### config.mk
export PLATFORM = sky130hd
export DESIGN_NAME = mp_pin_regs
export DESIGN_NICKNAME = d
export VERILOG_FILES = /design/src/rtl/mp_pin_pkg.sv /design/src/rtl/mp_pin_regs.sv /design/src/rtl/mp_value_bank.sv /design/src/rtl/mp_pin_sampler.sv
export SDC_FILE = /design/constraint.sdc
export NUM_CORES = 1
export LEC_CHECK = 0
export BUFFER_PORTS_ARGS = -buffer_cell sky130_fd_sc_hd__buf_2
export CORE_ASPECT_RATIO = 1.75
export CORE_MARGIN = 10
export CORE_UTILIZATION = 45
export DETAILED_ROUTE_END_ITERATION = 10
export PLACE_DENSITY = 0.8
export RECOVER_POWER = 50
export SKIP_CTS_REPAIR_TIMING = 1
export SLEW_MARGIN = 20
export SYNTH_ARGS = -nofsm -noshare
export SYNTH_HDL_FRONTEND = slang
export SYNTH_SLANG_ARGS = --single-unit
export TNS_END_PERCENT = 5
### constraint.sdc
create_clock -name clk_in -period 2.5 [get_ports clk_in]
set_input_delay 0.5 -clock clk_in [delete_from_list [all_inputs] [get_ports clk_in]]
set_output_delay 0.5 -clock clk_in [all_outputs]
set_load 0.05 [all_outputs]
### src/rtl/mp_pin_pkg.sv
// constants for the multipurpose pin value and pdm mic control block
// assumes a 40 MHz core clock and an axi4-lite register port
//
// Notes on behaviour
// - fourteen write-value registers, consecutive indices
// - function code 001 feeds written value to core
// - bit 0 override value, write-only, resets zero
// - fourteen read-only registers report input pin levels
// - read bit 0 pin level, upper bits zero
// - two mic control registers: ch01, ch23
// - mic control 16 bits, reset 0x4000
// - corner field acts only with highpass enable
// - corner halves per code, 59.9 to 0.93
// - code 001 input passes, overridable by write
// - select bit 0 keeps primary function
package mp_pin_pkg;
  localparam int NUM_PINS = 14;
  localparam int ADDR_W = 18;
  // printed offsets are indices; byte address is four times the index
  localparam logic [15:0] WRITE_VALUE_BASE_IDX = 16'hF520;
  localparam logic [15:0] WRITE_VALUE_LAST_IDX = 16'hF52D;
  localparam logic [15:0] READ_VALUE_BASE_IDX = 16'hF530;
  localparam logic [15:0] READ_VALUE_LAST_IDX = 16'hF53D;
  localparam logic [15:0] PDM_CH01_IDX = 16'hF560;
  localparam logic [15:0] PDM_CH23_IDX = 16'hF561;
  // pin configuration registers, one per pin
  localparam logic [15:0] PIN_CONFIG_BASE_IDX = 16'hF540;
  localparam logic [15:0] PIN_CONFIG_LAST_IDX = 16'hF54D;
  localparam logic [15:0] PDM_RESET = 16'h4000;
  localparam logic [15:0] ZERO16 = 16'h0000;
  localparam int CORNER_MSB = 14;
  localparam int CORNER_LSB = 12;
  localparam int HIGHPASS_BIT = 3;
  localparam logic [2:0] CORNER_RESERVED = 3'h7;
  localparam logic [2:0] CORNER_SAFE = 3'h6;
  localparam logic [2:0] FUNC_GP_INPUT = 3'h0;
  localparam logic [2:0] FUNC_PORT_DRIVEN = 3'h1;
  localparam logic [1:0] RESP_OKAY = 2'h0;
  localparam logic [1:0] RESP_SLVERR = 2'h2;
endpackage

### src/rtl/mp_pin_regs.sv
// axi4-lite register block for pin values, pin config and pdm mic control
// assumes one clock, synchronous active-low reset, bus master per axi4-lite
`timescale 1ns/1ps
module mp_pin_regs
  import mp_pin_pkg::*;
#(
  parameter int PINS = NUM_PINS
) (
  input wire logic clk_in,
  input wire logic resetn_in,
  input wire logic [ADDR_W-1:0] s_axi_awaddr_in,
  input wire logic s_axi_awvalid_in,
  output logic s_axi_awready_out,
  input wire logic [31:0] s_axi_wdata_in,
  input wire logic [3:0] s_axi_wstrb_in,
  input wire logic s_axi_wvalid_in,
  output logic s_axi_wready_out,
  output logic [1:0] s_axi_bresp_out,
  output logic s_axi_bvalid_out,
  input wire logic s_axi_bready_in,
  input wire logic [ADDR_W-1:0] s_axi_araddr_in,
  input wire logic s_axi_arvalid_in,
  output logic s_axi_arready_out,
  output logic [31:0] s_axi_rdata_out,
  output logic [1:0] s_axi_rresp_out,
  output logic s_axi_rvalid_out,
  input wire logic s_axi_rready_in,
  input wire logic [PINS-1:0] pin_level_in,
  output logic [PINS-1:0] core_value_out,
  output logic [PINS-1:0] multipurpose_select_out,
  output logic [3*PINS-1:0] pin_function_select_out,
  output logic [15:0] pdm_mic_control_ch01_out,
  output logic [15:0] pdm_mic_control_ch23_out,
  output logic [1:0] highpass_enable_out,
  output logic [5:0] highpass_corner_out
);
  initial begin
    if (PINS != NUM_PINS) begin
      $error("pin count must match register map");
    end
  end

  // ----------------------------------------------------------------
  // address decode
  // ----------------------------------------------------------------
  typedef enum logic [2:0] {
    SEL_NONE = 3'b000,
    SEL_WRITE_VALUE = 3'b001,
    SEL_READ_VALUE = 3'b010,
    SEL_CONFIG = 3'b011,
    SEL_PDM = 3'b100
  } sel_t;

  function automatic sel_t decode(input logic [ADDR_W-1:0] a);
    logic [15:0] idx;
    idx = a[ADDR_W-1:2];
    if (idx >= WRITE_VALUE_BASE_IDX && idx <= WRITE_VALUE_LAST_IDX) begin
      return SEL_WRITE_VALUE;
    end else if (idx >= READ_VALUE_BASE_IDX && idx <= READ_VALUE_LAST_IDX) begin
      return SEL_READ_VALUE;
    end else if (idx >= PIN_CONFIG_BASE_IDX && idx <= PIN_CONFIG_LAST_IDX) begin
      return SEL_CONFIG;
    end else if (idx == PDM_CH01_IDX || idx == PDM_CH23_IDX) begin
      return SEL_PDM;
    end
    return SEL_NONE;
  endfunction

  function automatic logic [3:0] pin_of(input logic [ADDR_W-1:0] a);
    return a[5:2];
  endfunction

  // ----------------------------------------------------------------
  // write channel
  // ----------------------------------------------------------------
  typedef enum logic [2:0] {
    W_IDLE = 3'b001,
    W_RESP = 3'b010,
    W_HOLD = 3'b100
  } wstate_t;

  wstate_t wstate_reg;
  logic [ADDR_W-1:0] awaddr_reg;
  logic aw_have_reg;
  logic [31:0] wdata_reg;
  logic [3:0] wstrb_reg;
  logic w_have_reg;
  logic do_write;
  sel_t wsel;
  logic [3:0] wpin;
  logic [PINS-1:0] override_value;
  logic [PINS-1:0] sampled;
  logic [15:0] pdm_reg [2];
  logic [3:0] cfg_reg [PINS];

  assign s_axi_awready_out = (wstate_reg == W_IDLE) && !aw_have_reg;
  assign s_axi_wready_out = (wstate_reg == W_IDLE) && !w_have_reg;
  assign do_write = (wstate_reg == W_IDLE) && aw_have_reg && w_have_reg;
  assign wsel = decode(awaddr_reg);
  assign wpin = pin_of(awaddr_reg);

  always_ff @(posedge clk_in) begin
    if (!resetn_in) begin
      aw_have_reg <= 1'b0;
      awaddr_reg <= '0;
      w_have_reg <= 1'b0;
      wdata_reg <= '0;
      wstrb_reg <= '0;
    end else begin
      if (s_axi_awvalid_in && s_axi_awready_out) begin
        aw_have_reg <= 1'b1;
        awaddr_reg <= s_axi_awaddr_in;
      end else if (do_write) begin
        aw_have_reg <= 1'b0;
      end
      if (s_axi_wvalid_in && s_axi_wready_out) begin
        w_have_reg <= 1'b1;
        wdata_reg <= s_axi_wdata_in;
        wstrb_reg <= s_axi_wstrb_in;
      end else if (do_write) begin
        w_have_reg <= 1'b0;
      end
    end
  end

  always_ff @(posedge clk_in) begin
    if (!resetn_in) begin
      wstate_reg <= W_IDLE;
      s_axi_bvalid_out <= 1'b0;
      s_axi_bresp_out <= RESP_OKAY;
    end else begin
      case (wstate_reg)
        W_IDLE: begin
          if (do_write) begin
            wstate_reg <= W_RESP;
            s_axi_bvalid_out <= 1'b1;
            s_axi_bresp_out <= (wsel == SEL_NONE || wsel == SEL_READ_VALUE) ? RESP_SLVERR : RESP_OKAY;
          end
        end
        W_RESP: begin
          if (s_axi_bready_in) begin
            wstate_reg <= W_IDLE;
            s_axi_bvalid_out <= 1'b0;
          end
        end
        default: begin
          wstate_reg <= W_IDLE;
          s_axi_bvalid_out <= 1'b0;
        end
      endcase
    end
  end

  // ----------------------------------------------------------------
  // registers
  // ----------------------------------------------------------------
  mp_value_bank #(
    .DEPTH(PINS)
  ) u_write_values (
    .clk_in(clk_in),
    .resetn_in(resetn_in),
    .wr_en_in(do_write && wsel == SEL_WRITE_VALUE && wstrb_reg[0]),
    .wr_idx_in(wpin),
    .wr_bit_in(wdata_reg[0]),
    .rd_idx_in(4'h0),
    .rd_bit_out(),
    .values_out(override_value)
  );

  always_ff @(posedge clk_in) begin
    if (!resetn_in) begin
      for (int i = 0; i < PINS; i++) begin
        cfg_reg[i] <= 4'h0;
      end
    end else if (do_write && wsel == SEL_CONFIG && wstrb_reg[0] && int'(wpin) < PINS) begin
      cfg_reg[wpin] <= wdata_reg[3:0];
    end
  end

  always_ff @(posedge clk_in) begin
    if (!resetn_in) begin
      pdm_reg[0] <= PDM_RESET;
      pdm_reg[1] <= PDM_RESET;
    end else if (do_write && wsel == SEL_PDM) begin
      for (int b = 0; b < 2; b++) begin
        if (wstrb_reg[b]) begin
          pdm_reg[awaddr_reg[2]][8*b +: 8] <= wdata_reg[8*b +: 8];
        end
      end
    end
  end

  // ----------------------------------------------------------------
  // pin sampling and core values
  // ----------------------------------------------------------------
  generate
    for (genvar p = 0; p < PINS; p++) begin : g_cfg
      assign multipurpose_select_out[p] = cfg_reg[p][0];
      assign pin_function_select_out[3*p +: 3] = cfg_reg[p][3:1];
    end
  endgenerate

  mp_pin_sampler #(
    .PINS(PINS)
  ) u_sampler (
    .clk_in(clk_in),
    .resetn_in(resetn_in),
    .pin_level_in(pin_level_in),
    .multipurpose_select_in(multipurpose_select_out),
    .pin_function_select_in(pin_function_select_out),
    .pin_override_value_in(override_value),
    .pin_sampled_value_out(sampled),
    .core_value_out(core_value_out)
  );

  // ----------------------------------------------------------------
  // pdm control outputs
  // ----------------------------------------------------------------
  assign pdm_mic_control_ch01_out = pdm_reg[0];
  assign pdm_mic_control_ch23_out = pdm_reg[1];

  generate
    for (genvar m = 0; m < 2; m++) begin : g_hpf
      logic [2:0] corner;
      assign corner = pdm_reg[m][CORNER_MSB:CORNER_LSB];
      assign highpass_enable_out[m] = pdm_reg[m][HIGHPASS_BIT];
      // corner reaches the filter only while enabled; 111 clamps to lowest corner
      assign highpass_corner_out[3*m +: 3] = !pdm_reg[m][HIGHPASS_BIT] ? 3'h0 :
        (corner == CORNER_RESERVED) ? CORNER_SAFE : corner;
    end
  endgenerate

  // ----------------------------------------------------------------
  // read channel
  // ----------------------------------------------------------------
  typedef enum logic [1:0] {
    R_IDLE = 2'b01,
    R_DATA = 2'b10
  } rstate_t;

  rstate_t rstate_reg;
  sel_t rsel;
  logic [3:0] rpin;
  logic [15:0] rword;

  assign s_axi_arready_out = (rstate_reg == R_IDLE);
  assign rsel = decode(s_axi_araddr_in);
  assign rpin = pin_of(s_axi_araddr_in);

  always_comb begin
    rword = ZERO16;
    case (rsel)
      SEL_READ_VALUE: rword = {15'h0000, (int'(rpin) < PINS) ? sampled[rpin] : 1'b0};
      SEL_CONFIG: rword = (int'(rpin) < PINS) ? {12'h000, cfg_reg[rpin]} : ZERO16;
      SEL_PDM: rword = pdm_reg[s_axi_araddr_in[2]];
      default: rword = ZERO16; // write-only registers read zero
    endcase
  end

  always_ff @(posedge clk_in) begin
    if (!resetn_in) begin
      rstate_reg <= R_IDLE;
      s_axi_rvalid_out <= 1'b0;
      s_axi_rdata_out <= 32'h00000000;
      s_axi_rresp_out <= RESP_OKAY;
    end else begin
      case (rstate_reg)
        R_IDLE: begin
          if (s_axi_arvalid_in) begin
            rstate_reg <= R_DATA;
            s_axi_rvalid_out <= 1'b1;
            s_axi_rdata_out <= {16'h0000, rword};
            s_axi_rresp_out <= (rsel == SEL_NONE || rsel == SEL_WRITE_VALUE) ? RESP_SLVERR : RESP_OKAY;
          end
        end
        R_DATA: begin
          if (s_axi_rready_in) begin
            rstate_reg <= R_IDLE;
            s_axi_rvalid_out <= 1'b0;
          end
        end
        default: begin
          rstate_reg <= R_IDLE;
          s_axi_rvalid_out <= 1'b0;
        end
      endcase
    end
  end
endmodule // mp_pin_regs

### src/rtl/mp_value_bank.sv
// per-pin value register bank with registered read data
// assumes writes and reads come from one bus slave
`timescale 1ns/1ps
module mp_value_bank
  import mp_pin_pkg::*;
#(
  parameter int DEPTH = NUM_PINS
) (
  input wire logic clk_in,
  input wire logic resetn_in,
  input wire logic wr_en_in,
  input wire logic [3:0] wr_idx_in,
  input wire logic wr_bit_in,
  input wire logic [3:0] rd_idx_in,
  output logic rd_bit_out,
  output logic [DEPTH-1:0] values_out
);
  initial begin
    if (DEPTH < 1 || DEPTH > 16) begin
      $error("depth out of range");
    end
  end

  logic [DEPTH-1:0] mem_reg;

  always_ff @(posedge clk_in) begin
    if (!resetn_in) begin
      mem_reg <= '0;
    end else if (wr_en_in && (int'(wr_idx_in) < DEPTH)) begin
      mem_reg[wr_idx_in] <= wr_bit_in;
    end
  end

  always_ff @(posedge clk_in) begin
    if (!resetn_in) begin
      rd_bit_out <= 1'b0;
    end else begin
      rd_bit_out <= (int'(rd_idx_in) < DEPTH) ? mem_reg[rd_idx_in] : 1'b0;
    end
  end

  assign values_out = mem_reg;
endmodule // mp_value_bank

### src/rtl/mp_pin_sampler.sv
// registers pin inputs and forms values seen by the dsp core
// assumes pin inputs synchronous to clk_in
`timescale 1ns/1ps
module mp_pin_sampler
  import mp_pin_pkg::*;
#(
  parameter int PINS = NUM_PINS
) (
  input wire logic clk_in,
  input wire logic resetn_in,
  input wire logic [PINS-1:0] pin_level_in,
  input wire logic [PINS-1:0] multipurpose_select_in,
  input wire logic [3*PINS-1:0] pin_function_select_in,
  input wire logic [PINS-1:0] pin_override_value_in,
  output logic [PINS-1:0] pin_sampled_value_out,
  output logic [PINS-1:0] core_value_out
);
  function automatic logic is_input(input logic [2:0] f);
    return (f == FUNC_GP_INPUT) || (f == FUNC_PORT_DRIVEN);
  endfunction

  genvar g;
  generate
    for (g = 0; g < PINS; g++) begin : g_pin
      logic [2:0] func;
      assign func = pin_function_select_in[3*g +: 3];
      always_ff @(posedge clk_in) begin
        if (!resetn_in) begin
          pin_sampled_value_out[g] <= 1'b0;
          core_value_out[g] <= 1'b0;
        end else begin
          if (multipurpose_select_in[g] && is_input(func)) begin
            pin_sampled_value_out[g] <= pin_level_in[g];
          end
          if (!multipurpose_select_in[g]) begin
            core_value_out[g] <= 1'b0;
          end else if (func == FUNC_PORT_DRIVEN) begin
            core_value_out[g] <= pin_override_value_in[g];
          end else begin
            core_value_out[g] <= pin_level_in[g];
          end
        end
      end
    end
  endgenerate
endmodule // mp_pin_sampler

After elaboration in Yosys (flattened, before gate mapping)
Memories as Yosys holds them, arrays and structs flattened.
Index checks and enable logic that the tools add are counted.
{"block": "totals", "regBits": 107, "ramBits": 88, "output_inout_bits": 151, "word_cells": 267, "mem_count": 2}
{"memory": "cfg_reg", "depth": 14, "word_bits": 4, "read_ports": 15, "rd_ports_with_merged_regs": 0, "write_ports": 14, "line": "mp_pin_regs.sv:94", "source": "logic [3:0] cfg_reg [PINS];"}
{"memory": "pdm_reg", "depth": 2, "word_bits": 16, "read_ports": 3, "rd_ports_with_merged_regs": 0, "write_ports": 2, "line": "mp_pin_regs.sv:93", "source": "logic [15:0] pdm_reg [2];"}
{"block": "classes", "n_lt_le_gt_ge": 17, "eq_ne": 36, "n_mux": 79, "reduce_logical": 92}
{"operator": "greater-or-equal comparator 16 bit, second input constant", "n": 6}
{"operator": "<= comparator 16 bit, second input constant", "n": 6}
{"operator": "== test 16 bit, second input constant", "n": 4}
{"operator": "== test 3 x 1 -> 1 bit, second input constant", "n": 17}
{"operator": "logical NOT 3 bit", "n": 16}
{"operator": "two-way mux 3 bit", "n": 16}
{"operator": "case mux 16 bit (3 select lines)", "n": 1}
{"operator": "two-way mux 1 bit", "n": 46}
{"operator": "AND reduction 2 bit", "n": 18}
{"operator": "logical AND 1 bit", "n": 34}
{"operator": "logical OR 1 bit", "n": 18}
{"operator": "two-way mux 16 bit", "n": 1}
{"operator": "OR reduction 16 bit", "n": 1}
{"operator": "== test 3 x 2 -> 1 bit, second input constant", "n": 5}
{"operator": "bitwise mux 14 bit", "n": 1}
{"operator": "== test 3 bit, second input constant", "n": 4}
{"operator": "two-way mux 4 bit", "n": 3}
{"operator": "< comparator 4 x 5 -> 1 bit, second input constant", "n": 2}
{"operator": "two-way mux 2 bit", "n": 5}
{"operator": "< comparator 4 bit, second input constant", "n": 2}
{"operator": "!= test 2 bit, second input constant", "n": 4}
{"operator": "case mux 3 bit (2 select lines)", "n": 1}
{"operator": "binary-select mux 1 bit (select 4 bit)", "n": 1}
{"operator": "demux 1 bit (select 4 bit)", "n": 1}
{"operator": "8 further kinds", "n": 11}

Depth between registers and ports, before layout
{"block": "logic_depth", "ltp_word": 16, "depth_mapped": 7, "ltp_nobuf": 5}

By module
Synthesis repeated with hierarchy kept, for this count alone.
{"block": "hier_totals", "hier_cells": 874, "hier_area_um2": 8997.4}
{"mod": "mp_pin_regs", "n_inst": 1, "cells_each": 639, "area_each_um2": 6874.1}
{"mod": "mp_pin_sampler", "n_inst": 1, "cells_each": 146, "area_each_um2": 1357.6}
{"mod": "mp_value_bank", "n_inst": 1, "cells_each": 89, "area_each_um2": 765.7}

Worst setup path after synthesis
No wires, ideal clock.
{"block": "synth_timing", "kind": "register -> register", "startpoint": "register, netlist name s_axi_bvalid_out", "endpoint": "register wdata_reg[15]", "setup_time_ns": 0.070, "arrival_time_ns": 2.357, "t_required_ns": 2.430, "setup_slack_ns": 0.072, "path_stages_with_launch": 8, "n_path_buf": 2, "path_cell_list": "dfxtp_1 > nand2b_1 > nor2_1 > and2_1 > clkbuf_1 > clkbuf_1 > nand2_1 > a21oi_1"}
{"item": "to (signal assigned)", "line": "mp_pin_regs.sv:118", "source": "wdata_reg <= s_axi_wdata_in;"}
{"item": "to (decl)", "line": "mp_pin_regs.sv:85", "source": "logic [31:0] wdata_reg;"}

==> summary.txt <==
Timing
  • Max Transition Viols Final: 0
  • TNS Setup: 0 ns
  • Final Cycle Share: 0.9310
  • Post-route clock skew: 0.01638 ns
  • Final critical-path required period: 2.328 ns
  • Slew headroom: 0.2028
  • Setup ws final: 0.1724 ns
  • Worst slew pin tran: 1.196 ns
  • Final setup viols: 0
  • Worst hold slack: 0.2964 ns
  • Achievable frequency: 429.6 MHz
  • RSZ-0062 raised after global routing: false
  • Hold Fails Final Rpt: 0

Routing
  • DRT Pass-1 Iters: 5
  • Via count: 7,446
  • Antenna-violating nets left: 0
  • # DRC: 0
  • Avg Vias per Cell: 5.557
  • Drt wl/cell: 19.78 um
  • DRT iter0 DRCs: 669
  • DRT Wirelength: 26.50 mm

Synthesis
  • Post-synth top area share: 0.3073
  • Syn Inst Count: 888
  • Dominant cells by area after synthesis: edfxtp_1 (31%), dfxtp_1 (23%), nand2_1 (7.7%), a21oi_1 (4.7%), nor2_1 (4.2%)
  • Syn Area/Cell: 9.684 um^2
  • Synth Cell Area: 8599 um^2
  • Synth top cells by count: nand2_1 (176), dfxtp_1 (100), nor2_1 (96)
  • Post-synth EDFFs: 88
  • Post-synthesis sequential area ratio: 0.5401
  • Seq cells post-synth: 188
  • Synth async-reset ratio: 0
  • Dominant synthesized flop cell: dfxtp_1
  • Unique cell type count in the Yosys netlist: 55
  • Ys Warns: 0
  • Leading area contributor after synthesis: edfxtp_1
  • Most frequent cell after synthesis: nand2_1

Cells and area
  • Post-layout net count: 1,181
  • Final Cell Area: 10,310 um^2
  • Synthesis-to-layout area growth: 19.90%
  • Layout cells sized above 1: 0.1789
  • Final non-filler cell total: 1,340
  • Max reg flops: 56
  • Fill count: 1,743
  • Final Util: 0.5525

Clocking
  • Sink Count: 188
  • Number of CTS-inserted buffers: 17
  • Root Buffer: clkbuf_16
  • Worst-path clk slew: 0.07 ns
  • Clock Path Buffers: 2
  • CTS H-tree depth: 4
  • Worst skew pair latency: 0.44 ns
  • TritonCTS clock tree: yes

Power and ir drop
  • P_leak: 4.036 nW
  • Post-route total power: 7.078 mW
  • Comb power frac: 0.129
  • Flop pwr share: 0.486
  • Sw frac: 0.2845
  • Clk network pwr share: 0.385
  • PwrDens: 686.4 nW/um^2
  • Switching power: 2.014 mW
  • Total internal power: 5.064 mW
  • VDD IR max: 373.2 uV

Run
  • Max_cap viols: 0

Placement
  • Inst Count DP: 1,307
  • Port-buffer cells: 203
  • Placer Congestion: 0.9949
  • Setup WS pre-CTS: 0.1108 ns
  • DP Area: 9873 um^2
  • Placed wire-length estimate: 20.03 mm

Worst setup path
  • Flop-to-flop setup slack: 0.17 ns
  • Critical Path RT: 2.59 ns
  • Crit end category: flop
  • Critical Path AT: 2.42 ns
  • Setup CP Type: flop to flop
  • Max Fanout on Critical Path: 8
  • Critical Path Start Type: flop

Floorplan
  • Die width: 124.5 um
  • Die area: 25,260 um^2
  • Num ports: 244
  • Die Span Y: 202.9 um
  • Core Area: 18,660 um^2
  • Row cnt: 66
  • Initial Util: 0.4608

Global route
  • Largest net degree at the start of global routing: 49
  • First-pass GRT wire length: 40.33 mm
  • Vias in the first global route: 7,250
  • Total Routing Usage GR: 0.1991
  • Initial antenna violation count: 1
  • Gr ovfl total: 0

Status
  • Status: completed

Worst hold path
  • Worst Hold Class: input pin to flop
==> metal layers <==
layer	share of wire	GRT usage	up-vias
met1	0.36	0.2117	3538
met4	0.041	0.09231	0
met2	0.53	0.3596	345
met5	0	0	-
li1	-	-	3498
met3	0.073	0.04982	65
==> power groups by stage <==
stage / sequential, mW / combinational [mW] / clock, mW
2_1_floorplan: 3.68 / 0.481 / 0
3_3_place_gp: 3.49 / 0.918 / 0
3_5_place_dp: 3.50 / 0.931 / 0
4_1_cts: 3.43 / 0.935 / 2.75
5_1_grt: 3.45 / 0.978 / 2.86
6_report: 3.44 / 0.915 / 2.73
==> worst max-delay path: stages (launching register included) <==
cell and delay (ns):
dfxtp_1 0.39, or3b_1 0.40, or3_4 0.42, nor4_4 0.25, and2_1 0.19, nand2b_1 0.34
==> area by class of cell <==
type                            instances  area (um^2)  area share
Sequential cell                       188         4644      0.4504
Multi-Input combinational cell        630         3592      0.3484
Inverter                               12        45.04    0.004368
Clock buffer                           21        514.2     0.04987
Clock inverter                         11        91.34    0.008858
Antenna cell                            1        2.502   0.0002427
Timing Repair Buffer                  239         1124      0.1090
Tap cell                              238        297.8     0.02888
==> worst paths after layout <==
check | startpoint | cells past startpoint | endpoint
setup / recovery | awaddr_reg[7] | 5 | pdm_reg[1][14]
hold / removal | s_axi_awaddr_in[16] | 3 | awaddr_reg[16]
setup reg to reg | awaddr_reg[7] | 5 | pdm_reg[1][14]
hold reg to reg | s_axi_rdata_out[10] | 2 | s_axi_rdata_out[10]
==> logic make-up (layout without fill, tap and decap cells) <==
logic type      count (synthesis)  count (layout)  share of synthesized area
compound gates                142             142                    0.09574
buf+inv                        87             283                    0.05020
flops                         188             188                     0.5401
mux                            63              63                    0.08992
other cells                     1              19                  0.0004361
simple gates                  407             407                     0.2236
==> cell usage in the layout (no fill, tap or decap), types with 4 or more instances in the layout <==
cell type	Yosys	routed
o21ai_0	23	23
and3_2	8	8
and2_1	15	12
inv_1	10	11
mux2i_1	30	30
mux4_2	9	9
buf_2	11	78
nor3_1	4	4
and3_1	29	29
clkbuf_1	35	126
conb_1	1	18
nand2_1	176	175
nand2b_1	8	7
nand4_1	16	16
nand3_1	27	27
mux2_2	24	24
nor2b_1	6	6
o31ai_1	9	9
a211oi_1	5	5
a21oi_1	81	81
nor2_1	96	96
buf_4	22	34
o41ai_1	5	5
clkbuf_16	0	20
dfxtp_1	100	100
edfxtp_1	88	88
Power figures use the tool's default switching activity.
